`config.mk`:
```
export PLATFORM = sky130hd
export DESIGN_NAME = hub_boot_sequencer
export DESIGN_NICKNAME = d
export VERILOG_FILES = /design/src/rtl/hub_boot_sequencer.v /design/src/rtl/boot_flash_reader.v
export VERILOG_INCLUDE_DIRS = /design/src /design/src/shared
export SDC_FILE = /design/constraint.sdc
export NUM_CORES = 1
export LEC_CHECK = 0
export CAP_MARGIN = 40
export CORE_MARGIN = 3
export CORE_UTILIZATION = 62
export DETAILED_ROUTE_END_ITERATION = 6
export DONT_BUFFER_PORTS = 1
export GPL_TIMING_DRIVEN = 0
export PLACE_DENSITY_LB_ADDON = 0.15
export SLEW_MARGIN = 0
export SYNTH_ARGS = -nofsm -noshare
export SYNTH_HDL_FRONTEND = slang
export SYNTH_SLANG_ARGS = --single-unit
export TNS_END_PERCENT = 30
```
`constraint.sdc`:
```
create_clock -name clock -period 7.2 [get_ports clock]
set_input_delay 0.36 -clock clock [delete_from_list [all_inputs] [get_ports clock]]
set_output_delay 0.36 -clock clock [all_outputs]
set_load 0.01 [all_outputs]
```
`src/shared/hub_boot_consts.vh`:
```
// Constants of the hub boot and configuration sequencer.
// Included by bare name from the rtl files; definitions only.
`ifndef HUB_BOOT_CONSTS_VH
`define HUB_BOOT_CONSTS_VH

`define CLK_MHZ 100
`define PULLUP_SETTLE_NS 1000
`define PULLUP_SETTLE_CYC ((`PULLUP_SETTLE_NS * `CLK_MHZ + 999) / 1000)
`define SPI_HALF_CYC 8'h04

`define FLASH_RD_SINGLE 8'h03
`define FLASH_RD_DUAL 8'h3b
`define FLASH_SIG_ADDR 24'h00fffa
`define FLASH_SIG_WORD 32'h32444655
`define FLASH_EXEC_ADDR 16'h0000

`define CFG_END_REG 8'hff
`define OP_ATTACH 16'haa55
`define OP_ATTACH_KEEP 16'haa56
`define FUNC_CFG_SLAVE 3'h5

`define CFG_ENTRIES 16
`define CFG_RESET_VAL 8'h00
`define IDX_PORT_DIS_P 4'h0
`define IDX_PORT_DIS_M 4'h1
`define IDX_NONREM 4'h2
`define IDX_CHARGE 4'h3
`define IDX_FUNC_CFG 4'h4
`define ROM_DEF_0 8'h00
`define ROM_DEF_1 8'h00
`define ROM_DEF_2 8'h00
`define ROM_DEF_3 8'h00
`define ROM_DEF_4 8'h01
`define ROM_DEF_5 8'h24
`define ROM_DEF_6 8'h04
`define ROM_DEF_7 8'h12

`endif

```
`src/rtl/hub_boot_sequencer.v`:
```
// Boot and configuration stage sequencer of the hub controller.
// Assumes the serial-bus slave, OTP and USB core share this clock;
// straps, PLL lock, VBUS and slave bus pins are asynchronous.
// Contract
// - Reset low holds standby, everything off.
// - Reset high runs hub boot stages.
// - Every configuration value reloaded after standby.
// - First stage resets, waits PLL, loads defaults.
// - Probe flash signature at 0xFFFA, run 0x0000.
// - No signature: continue from ROM defaults stage.
// - No SPI strap: skip flash, use ROM.
// - Single/dual flash, clock modes 0 and 3.
// - ROM stage loads all default settings.
// - Straps override defaults in strap stage.
// - Configuration 5 goes to pull-up probe.
// - Both pull-ups present: slave, host configuration.
// - Host configuration waits forever for master.
// - Opcodes 0xAA55 or 0xAA56 end configuration outside legacy mode; legacy mode ends on a write to 0xFF.
// - Merge defaults, host and OTP, program hub.
// - OTP wins; OTP hidden from host reads until merge.
// - Set attach enable; hold until VBUS loss, soft disconnect, mode change or reset.
// - Normal mode until host changes mode.
// - Soft disconnect returns to connect stage.
`timescale 1ns/1ps
`default_nettype none
`include "hub_boot_consts.vh"

module hub_boot_sequencer #(
   parameter FLASH_DUAL = 1,
   parameter FLASH_CPOL = 0
) (
   input wire clock,
   input wire rstn,
   input wire pll_lock,
   output reg pll_enable,
   input wire strap_spi_en,
   input wire [2:0] strap_config,
   input wire [3:0] port_disable_plus_straps,
   input wire [3:0] port_disable_minus_straps,
   input wire [2:0] nonremovable_strap,
   input wire [2:0] charge_port_strap,
   input wire legacy_mode,
   output wire spi_cs_n,
   output wire spi_sck,
   output wire spi_mosi_o,
   output wire spi_mosi_oe,
   input wire spi_mosi_i,
   input wire spi_miso_i,
   input wire smb_clk_i,
   input wire smb_dat_i,
   input wire host_wr,
   input wire [7:0] host_addr,
   input wire [7:0] host_wdata,
   input wire [7:0] host_rd_addr,
   output reg [7:0] host_rd_data,
   input wire host_cmd_valid,
   input wire [15:0] host_cmd_opcode,
   output reg [3:0] otp_addr,
   input wire [7:0] otp_data,
   input wire otp_set,
   output reg hub_wr,
   output reg [3:0] hub_addr,
   output reg [7:0] hub_data,
   input wire vbus_det,
   input wire host_configured,
   input wire mode_change,
   input wire soft_disconnect,
   output reg attach_enable,
   output reg keep_serial,
   output reg slave_mode,
   output reg flash_boot,
   output reg [15:0] boot_addr,
   output reg ports_enable,
   output reg usb_pins_oe,
   output reg [3:0] stage
);
   localparam [3:0] ST_STANDBY = 4'h0;
   localparam [3:0] ST_INIT = 4'h1;
   localparam [3:0] ST_FLASH = 4'h2;
   localparam [3:0] ST_ROM = 4'h3;
   localparam [3:0] ST_STRAP = 4'h4;
   localparam [3:0] ST_PROBE = 4'h5;
   localparam [3:0] ST_HOSTCFG = 4'h6;
   localparam [3:0] ST_MERGE = 4'h7;
   localparam [3:0] ST_CONNECT = 4'h8;
   localparam [3:0] ST_NORMAL = 4'h9;
   localparam integer SETTLE_CYC = `PULLUP_SETTLE_CYC;
   localparam [11:0] SETTLE = SETTLE_CYC[11:0];

   reg [1:0] lock_s;
   reg [1:0] spi_en_s;
   reg [1:0] vbus_s;
   reg [1:0] scl_s;
   reg [1:0] sda_s;
   reg [2:0] cfg_s0;
   reg [2:0] cfg_s1;
   reg [13:0] str_s0;
   reg [13:0] str_s1;
   reg [7:0] cfg_r [0:`CFG_ENTRIES-1];
   reg [3:0] idx_r;
   reg ph_r;
   reg [11:0] wait_r;
   reg fl_start_r;
   reg fl_sent_r;
   wire fl_done;
   wire fl_ok;
   wire end_legacy;
   wire end_cmd;
   wire [7:0] merged;
   integer i;

   function [7:0] rom_default;
      input [3:0] idx;
      begin
         case (idx)
            4'h0: rom_default = `ROM_DEF_0;
            4'h1: rom_default = `ROM_DEF_1;
            4'h2: rom_default = `ROM_DEF_2;
            4'h3: rom_default = `ROM_DEF_3;
            4'h4: rom_default = `ROM_DEF_4;
            4'h5: rom_default = `ROM_DEF_5;
            4'h6: rom_default = `ROM_DEF_6;
            4'h7: rom_default = `ROM_DEF_7;
            default: rom_default = `CFG_RESET_VAL;
         endcase
      end
   endfunction

   boot_flash_reader u_flash (
      .clock(clock),
      .rstn(rstn),
      .start(fl_start_r),
      .dual(FLASH_DUAL != 0),
      .cpol(FLASH_CPOL != 0),
      .done(fl_done),
      .sig_ok(fl_ok),
      .spi_cs_n(spi_cs_n),
      .spi_sck(spi_sck),
      .spi_mosi_o(spi_mosi_o),
      .spi_mosi_oe(spi_mosi_oe),
      .spi_mosi_i(spi_mosi_i),
      .spi_miso_i(spi_miso_i)
   );

   // Pins and the PLL lock cross into this domain through two flops.
   always @(posedge clock) begin
      lock_s <= {lock_s[0], pll_lock};
      spi_en_s <= {spi_en_s[0], strap_spi_en};
      vbus_s <= {vbus_s[0], vbus_det};
      scl_s <= {scl_s[0], smb_clk_i};
      sda_s <= {sda_s[0], smb_dat_i};
      cfg_s0 <= strap_config;
      cfg_s1 <= cfg_s0;
      str_s0 <= {port_disable_plus_straps, port_disable_minus_straps,
                 nonremovable_strap, charge_port_strap};
      str_s1 <= str_s0;
   end

   assign end_legacy = legacy_mode && host_wr &&
                       (host_addr == `CFG_END_REG);
   assign end_cmd = !legacy_mode && host_cmd_valid &&
                    ((host_cmd_opcode == `OP_ATTACH) ||
                     (host_cmd_opcode == `OP_ATTACH_KEEP));
   // OTP content takes precedence over whatever the host wrote.
   assign merged = otp_set ? otp_data : cfg_r[idx_r];

   always @(posedge clock) begin
      if (!rstn) begin
         // Nothing survives standby; the whole table is cleared.
         for (i = 0; i < `CFG_ENTRIES; i = i + 1)
            cfg_r[i] <= `CFG_RESET_VAL;
         stage <= ST_STANDBY;
         pll_enable <= 1'b0;
         ports_enable <= 1'b0;
         usb_pins_oe <= 1'b0;
         attach_enable <= 1'b0;
         keep_serial <= 1'b0;
         slave_mode <= 1'b0;
         flash_boot <= 1'b0;
         boot_addr <= `FLASH_EXEC_ADDR;
         host_rd_data <= 8'h00;
         otp_addr <= 4'h0;
         hub_wr <= 1'b0;
         hub_addr <= 4'h0;
         hub_data <= 8'h00;
         idx_r <= 4'h0;
         ph_r <= 1'b0;
         wait_r <= 12'h000;
         fl_start_r <= 1'b0;
         fl_sent_r <= 1'b0;
      end else begin
         hub_wr <= 1'b0;
         fl_start_r <= 1'b0;
         // Host reads see the table only, which holds the OTP values once merged.
         host_rd_data <= (host_rd_addr < `CFG_ENTRIES) ?
                         cfg_r[host_rd_addr[3:0]] : 8'h00;
         case (stage)
            ST_STANDBY: begin
               stage <= ST_INIT;
               idx_r <= 4'h0;
            end
            ST_INIT: begin
               pll_enable <= 1'b1;
               cfg_r[idx_r] <= `CFG_RESET_VAL;
               if (idx_r != 4'hf)
                  idx_r <= idx_r + 4'h1;
               else if (lock_s[1]) begin
                  idx_r <= 4'h0;
                  stage <= spi_en_s[1] ? ST_FLASH : ST_ROM;
               end
            end
            ST_FLASH: begin
               if (!fl_sent_r) begin
                  fl_start_r <= 1'b1;
                  fl_sent_r <= 1'b1;
               end else if (fl_done) begin
                  flash_boot <= fl_ok;
                  boot_addr <= `FLASH_EXEC_ADDR;
                  stage <= ST_ROM;
               end
            end
            ST_ROM: begin
               // Defaults load even when code runs from the flash.
               cfg_r[idx_r] <= rom_default(idx_r);
               idx_r <= idx_r + 4'h1;
               if (idx_r == 4'hf)
                  stage <= ST_STRAP;
            end
            ST_STRAP: begin
               cfg_r[`IDX_PORT_DIS_P] <= {4'h0, str_s1[13:10]};
               cfg_r[`IDX_PORT_DIS_M] <= {4'h0, str_s1[9:6]};
               cfg_r[`IDX_NONREM] <= {5'h00, str_s1[5:3]};
               cfg_r[`IDX_CHARGE] <= {5'h00, str_s1[2:0]};
               cfg_r[`IDX_FUNC_CFG] <= {5'h00, cfg_s1};
               wait_r <= 12'h000;
               idx_r <= 4'h0;
               ph_r <= 1'b0;
               if (cfg_s1 == `FUNC_CFG_SLAVE)
                  stage <= ST_PROBE;
               else
                  stage <= ST_MERGE;
            end
            ST_PROBE: begin
               // Pull-ups are judged only after the pins have settled.
               if (wait_r < SETTLE)
                  wait_r <= wait_r + 12'h001;
               else if (scl_s[1] && sda_s[1]) begin
                  slave_mode <= 1'b1;
                  stage <= ST_HOSTCFG;
               end else
                  stage <= ST_MERGE;
            end
            ST_HOSTCFG: begin
               // No timeout: the stage ends only on the master's word.
               if (end_legacy || end_cmd) begin
                  keep_serial <= end_cmd &&
                                 (host_cmd_opcode == `OP_ATTACH_KEEP);
                  stage <= ST_MERGE;
               end else if (host_wr && host_addr < `CFG_ENTRIES)
                  cfg_r[host_addr[3:0]] <= host_wdata;
            end
            ST_MERGE: begin
               // OTP read has one cycle of latency, hence two phases.
               if (!ph_r) begin
                  otp_addr <= idx_r;
                  ph_r <= 1'b1;
               end else begin
                  cfg_r[idx_r] <= merged;
                  hub_wr <= 1'b1;
                  hub_addr <= idx_r;
                  hub_data <= merged;
                  ph_r <= 1'b0;
                  idx_r <= idx_r + 4'h1;
                  if (idx_r == 4'hf)
                     stage <= ST_CONNECT;
               end
            end
            ST_CONNECT: begin
               // Attach follows VBUS, so a lost supply withdraws it at once.
               attach_enable <= vbus_s[1] && !soft_disconnect;
               ports_enable <= 1'b1;
               usb_pins_oe <= 1'b1;
               if (attach_enable && vbus_s[1] && !soft_disconnect &&
                   host_configured)
                  stage <= ST_NORMAL;
            end
            ST_NORMAL: begin
               if (soft_disconnect || mode_change || !vbus_s[1]) begin
                  attach_enable <= 1'b0;
                  stage <= ST_CONNECT;
               end
            end
            default: stage <= ST_STANDBY;
         endcase
      end
   end
endmodule
`default_nettype wire

```
`src/rtl/boot_flash_reader.v`:
```
// Reads the four-byte upgrade signature from an external SPI flash.
// Assumes io0/io1 pins arrive asynchronously and are synchronised here.
`timescale 1ns/1ps
`default_nettype none
`include "hub_boot_consts.vh"

module boot_flash_reader #(
   parameter [7:0] HALF = `SPI_HALF_CYC
) (
   input wire clock,
   input wire rstn,
   input wire start,
   input wire dual,
   input wire cpol,
   output reg done,
   output reg sig_ok,
   output reg spi_cs_n,
   output wire spi_sck,
   output wire spi_mosi_o,
   output wire spi_mosi_oe,
   input wire spi_mosi_i,
   input wire spi_miso_i
);
   reg [1:0] io0_s;
   reg [1:0] io1_s;
   reg [7:0] div_r;
   reg busy_r;
   reg sck_r;
   reg [6:0] cnt_r;
   reg [31:0] tx_r;
   reg [31:0] rx_r;
   wire tick;
   wire [6:0] last;
   wire [6:0] data_at;

   // Half period must cover the two synchroniser stages on the inputs.
   assign tick = busy_r && (div_r == HALF - 8'h01);
   assign last = dual ? 7'h38 : 7'h40;
   assign data_at = dual ? 7'h28 : 7'h20;
   // Idle level selects clock mode 0 or 3; sampling is on rising edges.
   assign spi_sck = busy_r ? sck_r : cpol;
   assign spi_mosi_o = tx_r[31];
   assign spi_mosi_oe = busy_r && ((cnt_r < 7'h20) || !dual);

   always @(posedge clock) begin
      io0_s <= {io0_s[0], spi_mosi_i};
      io1_s <= {io1_s[0], spi_miso_i};
   end

   always @(posedge clock) begin
      if (!rstn) begin
         done <= 1'b0;
         sig_ok <= 1'b0;
         spi_cs_n <= 1'b1;
         busy_r <= 1'b0;
         sck_r <= 1'b0;
         div_r <= 8'h00;
         cnt_r <= 7'h00;
         tx_r <= 32'h00000000;
         rx_r <= 32'h00000000;
      end else begin
         done <= 1'b0;
         if (start && !busy_r) begin
            busy_r <= 1'b1;
            spi_cs_n <= 1'b0;
            sck_r <= 1'b0;
            div_r <= 8'h00;
            cnt_r <= 7'h00;
            sig_ok <= 1'b0;
            rx_r <= 32'h00000000;
            tx_r <= {(dual ? `FLASH_RD_DUAL : `FLASH_RD_SINGLE),
                     `FLASH_SIG_ADDR};
         end else if (busy_r) begin
            div_r <= tick ? 8'h00 : div_r + 8'h01;
            if (tick && !sck_r) begin
               sck_r <= 1'b1;
               cnt_r <= cnt_r + 7'h01;
               if (cnt_r >= data_at) begin
                  if (dual)
                     rx_r <= {rx_r[29:0], io1_s[1], io0_s[1]};
                  else
                     rx_r <= {rx_r[30:0], io1_s[1]};
               end
            end else if (tick && cnt_r == last) begin
               busy_r <= 1'b0;
               spi_cs_n <= 1'b1;
               sck_r <= 1'b0;
               done <= 1'b1;
               sig_ok <= (rx_r == `FLASH_SIG_WORD);
            end else if (tick) begin
               sck_r <= 1'b0;
               tx_r <= {tx_r[30:0], 1'b0};
            end
         end
      end
   end
endmodule
`default_nettype wire

```
Word level (Yosys, flattened, before mapping) --
Memory sizes are Yosys's and may differ from the RTL's. A register that Yosys moved wholly into a read port is not among the register bits. Index checks and enable logic that the tools add are counted.
Operators by class: magnitude comparators 5, multiply operators 0, multiplexer cells 85, add/subtract/negate cells 4, div/mod/pow operators 0, reduce and logical (&&, ||, !) cells 58, bitwise operators 13, shifts and indexed selects 0, equality and inequality tests 33
Operators with widths (number):
- $mux 30 | 5
- $mux 8 | 14
- $mux 4 | 18
- $pmux 4 s10 | 1
- $mux 1 | 39
- $eq 16x16->1 const B | 2
- $eq 32x30->1 const B | 1
- $pmux 12 s2 | 1
- $ne 2x2->1 const B | 11
- $reduce_and 2->1 | 9
- $reduce_and 3->1 | 6
- $eq 4x3->1 const B | 4
- $logic_and 1x1->1 | 16
- $lt 8x5->1 const B | 2
- $pmux 4 s4 | 1
- $reduce_or 8->1 | 2
- $add 12x1->12 const B | 1
- $eq 4x4->1 const B | 3
- $lt 12x7->1 const B | 1
- $mux 12 | 1
- $reduce_bool 2->1 | 6
- $reduce_and 11->1 | 1
- $add 8x1->8 const B | 1
- $eq 4x2->1 const B | 2
- other kinds (25) | 50
Word-level totals: bits in writable memories 128, memories kept 2, register bits 177, bits of input ports 81, memory bits (read-only) 40, output and inout port bits 56, latch bits 0, logic and storage cells 237
Memories:
- cfg_r | words 16, width 8, read ports 2, clocked after memory_dff 2, wr ports 16, RTL line hub_boot_sequencer.v:99 | reg [7:0] cfg_r [0:`CFG_ENTRIES-1];
- (no name shown) | words 8, width 5, read ports 1, clocked after memory_dff 1, wr ports 0, RTL line hub_boot_sequencer.v:115 | case (idx)

Longest topological paths before layout --
depth in word-level cells 10, depth in mapped cells 9, mapped depth without buffers 6

Cells and area by module --
Synthesis repeated with hierarchy kept, for this count alone.
Unflattened totals: cells, all modules 1349, area, all modules 14710.4 um2
Modules (own cells, without submodules):
- hub_boot_sequencer | cells an instance 903, instances 1, area an instance 10697.8 um2, seq. area each 5965.7 um2
- boot_flash_reader | cells an instance 446, instances 1, area an instance 4012.6 um2, seq. area each 1741.7 um2

Least setup slack after synthesis --
Ideal clock, no wire load.
kind register -> register, start point register stage[1], end point memory cfg_r[11][0], enable pin, arrival 2.180 ns, library setup time 0.330 ns, period minus slack after synthesis 2.510 ns, cell stages (with the launch flop) 9, path slack 4.690 ns, data required time 6.870 ns, path through dfxtp_1 -> clkbuf_1 -> and4bb_2 -> nand4_1 -> a21oi_2 -> buf_2 -> buf_4 -> a32oi_1 -> nand2_1
RTL lines:
- start: declaration | RTL line hub_boot_sequencer.v:75 | output reg [3:0] stage
- start signal: assignment | RTL line hub_boot_sequencer.v:209 | stage <= spi_en_s[1] ? ST_FLASH : ST_ROM;
- end: declaration | RTL line hub_boot_sequencer.v:99

==> results.md <==
- Core ar.: 0.0221 mm2
- Hold path cells: 2
- DIE AREA: 0.0246 mm2
- Die width: 157 um
- Post-synthesis sequential area ratio: 0.546
- DR vias/cell: 6.35
- GR Util All Layers: 0.313
- H-tree depth: 2
- Commonest non-fill, non-tap cell in the layout: dfxtp_1
- CP Capture Type: register
- Number of global-route vias before repair: 10,500
- First-pass GRT wire length: 58.5 mm
- Met2 usage: 0.521
- Avg WL per Cell: 23.0 um
- PortBufs: 0
- Clock Skew: 0.0222 ns
- Clock tree from TritonCTS: done
- Final non-filler cell total: 1,683
- Worst-margin pin slew: 1.02 ns
- Routed wire length: 38.8 mm
- DRT Pass-1 Iters: 7
- Vias: 10,700
- WHS: 0.0250 ns
- Post-route cell area: 0.0161 mm2
- Largest area contributor in the netlist: dfxtp_1
- Nets: 1,463
- Hold Vio Cnt, Final: 0
- MaxCap Viol Count: 0
- LEAKAGE: 5.66 nW
- Endpoints failing setup: 0
- Placed cell area: 0.0147 mm2
- Max-Slew Margin vs Limit: 0.322
- Root Buffer: clkbuf_16
- Clock-pin slew of the registers on the worst-case setup and hold paths: 0.06 ns
- Status: finished, violations left
- GRT Residual Overflow: 0
- Power Density: 278 mW/mm2
- Share of the synthesized area in the top cell type: 0.273
- Die H: 157 um
- Worst r2r path cells: 9
- Fillers: 1,550
- DRT antenna net count: 0
- Largest net degree at the start of global routing: 15
- Synth area leaders: dfxtp_1, edfxtp_1, mux4_2
- Sequential cell area: 0.00771 mm2
- Setup TNS: 0 ns
- Min Clock Period, post-route: 3.76 ns
- Failing checks: DRC
- Ports: 137
- Cells after DPL: 1,596
- Fmax: 266 MHz
- Post-CTS Setup Bufs: 0
- Count of cell types in the netlist: 79
- Final Util: 0.727
- Number of synthesized flops with an enable pin: 128
- CP Data Required Time: 7.34 ns
- Worst setup path category: register to register
- Num CTS Buffers: 34
- GRT met1 Usage: 0.384
- GR Util met3: 0.0902
- Top Usage Layer GRT: met2
- Worst setup SP type: register
- Syn_area_per_cell: 11.0 um2
- Ys async rst share: 0
- DRC errors left: 2
- Worst hold path class: input pin to register
- Routability cong.: 0.960
- Detailed placement HPWL: 27.2 mm
- Max-slew violations: 0
- Area grow syn2layout: 13.6%
- Most frequent cells in the layout: dfxtp_1, nand2_1, nor2_1, edfxtp_1, a21oi_1
- Initial antenna violation count: 0
- #FFs+latches synth: 321
- Gate Count Post-Synth: 1,283
- Ratio of final minimum period to clock period: 0.522
- Clock Latency Late Sink: 0.52 ns
- Ant. Diodes: 0
- Predominant post-synthesis flop cell: dfxtp_1
- Layout cells sized above 1: 0.142
- Multi-input logic area: 0.00591 mm2
- RSZ-0062 raised after global routing: no
- Syn Std Cell Area: 0.0141 mm2
- CP max FO: 10
- CP Data Arrival Time: 3.90 ns
- Site row count: 54
- Initial Util: 0.639
- Iteration-0 DRC Markers: 1,151
- Peak VDD IR: 0.255 mV
- Clock Sinks: 321
- Clk buf depth: 3
- Ys Warns: 0
## sequential cells by signal (all words and copies together) (netlist names), 2 cells and up, named ones only
register and flops:
cfg_r 128, scl_s 2, u_flash.div_r 8, hub_addr 4
sda_s 2, str_s0 14, u_flash.cnt_r 7, cfg_s1 3
u_flash.rx_r 32, u_flash.tx_r 31, host_rd_data 8, str_s1 14
idx_r 4, lock_s 2, cfg_s0 3, stage 4
u_flash.io1_s 2, spi_en_s 2, u_flash.io0_s 2, hub_data 8
vbus_s 2, otp_addr 4, wait_r 12
## final timing paths
check,from,endpoint,slack (ns)
worst max-delay path,stage[1],cfg_r[5][0],3.44
worst min register to register,str_s0[0],str_s1[0],0.32
worst max register to register,stage[1],cfg_r[5][0],3.44
worst min-delay path,otp_set,hub_data[6],0.03
## cells by family (layout without fill, tap and decap cells)
group | after synthesis | count (layout) | share of synthesized area
adders and majority gates | 5 | 5 | 0.00443
buffers and inverters | 112 | 217 | 0.0404
xor gates and xnor gates | 18 | 18 | 0.0112
AOI/OAI and AO/OA | 198 | 198 | 0.0928
and+or+nand+nor | 531 | 531 | 0.180
DFF | 321 | 321 | 0.546
other | 1 | 16 | 0.000265
muxes | 97 | 97 | 0.125
## critical path, stage by stage (launching register included)
cell and delay [ns]:
dfxtp_1 0.42, clkbuf_1 0.31, and4bb_2 0.31, nand4_1 0.14, a21oi_2 0.47, buf_2 0.38, buf_4 0.22, a32oi_1 0.33
buf_6 0.28, nand2_1 0.52
## cells in the mapped netlist, types with 6 or more instances
master	count
nor3_1	37
xor2_1	13
nor2_1	167
nor4_1	10
and2_1	11
nor4bb_1	8
dfxtp_1	193
nand4_1	14
a32oi_1	16
buf_2	18
nand3_1	19
a21boi_0	7
clkbuf_1	49
and3_1	19
nor3b_1	8
mux4_2	58
mux2i_1	30
buf_4	24
a21oi_1	80
o21ai_0	34
nor2b_1	25
a31oi_1	6
o21a_1	10
inv_1	12
a22oi_1	10
nand2_1	169
edfxtp_1	128
nand3b_1	6
## routing by layer
| metal | vias up | wire length, um |
|---|---|---|
| met4 | 0 | 1830 |
| met5 | - | 0 |
| met2 | 676 | 18400 |
| met1 | 5049 | 13900 |
| li1 | 4837 | - |
| met3 | 131 | 4620 |
## what timing repair did
item	CTS	global route
resized for setup	0	0
hold buffers	24	0
endpoints found under the hold margin	24	0
## final cells by class
type,count,area share
plain buffers,98,0.0323
clock buffers,53,0.0653
clock inverters,9,0.00499
inverters,14,0.00327
multi-input cells,865,0.368
flip-flops and latches,321,0.480
well taps,280,0.0218
repair buffers,43,0.0240
## power by group
part           total, mW  leakage [nW]  internal, mW  switching, mW
combinational      0.623          2.21         0.254          0.370
sequential          2.08          2.90          2.01         0.0780
clock               1.75         0.555          1.04          0.708
total               4.46          5.66          3.30           1.16
## stage by stage
stage               worst slack [ns]  power [mW]
global route                    3.38        4.60
finish                          3.44        4.46
floorplan                       4.69        2.53
detailed placement              3.59        2.72
global placement                3.30        2.69
CTS                             3.56        4.45
(Power assumes the default switching activity.)
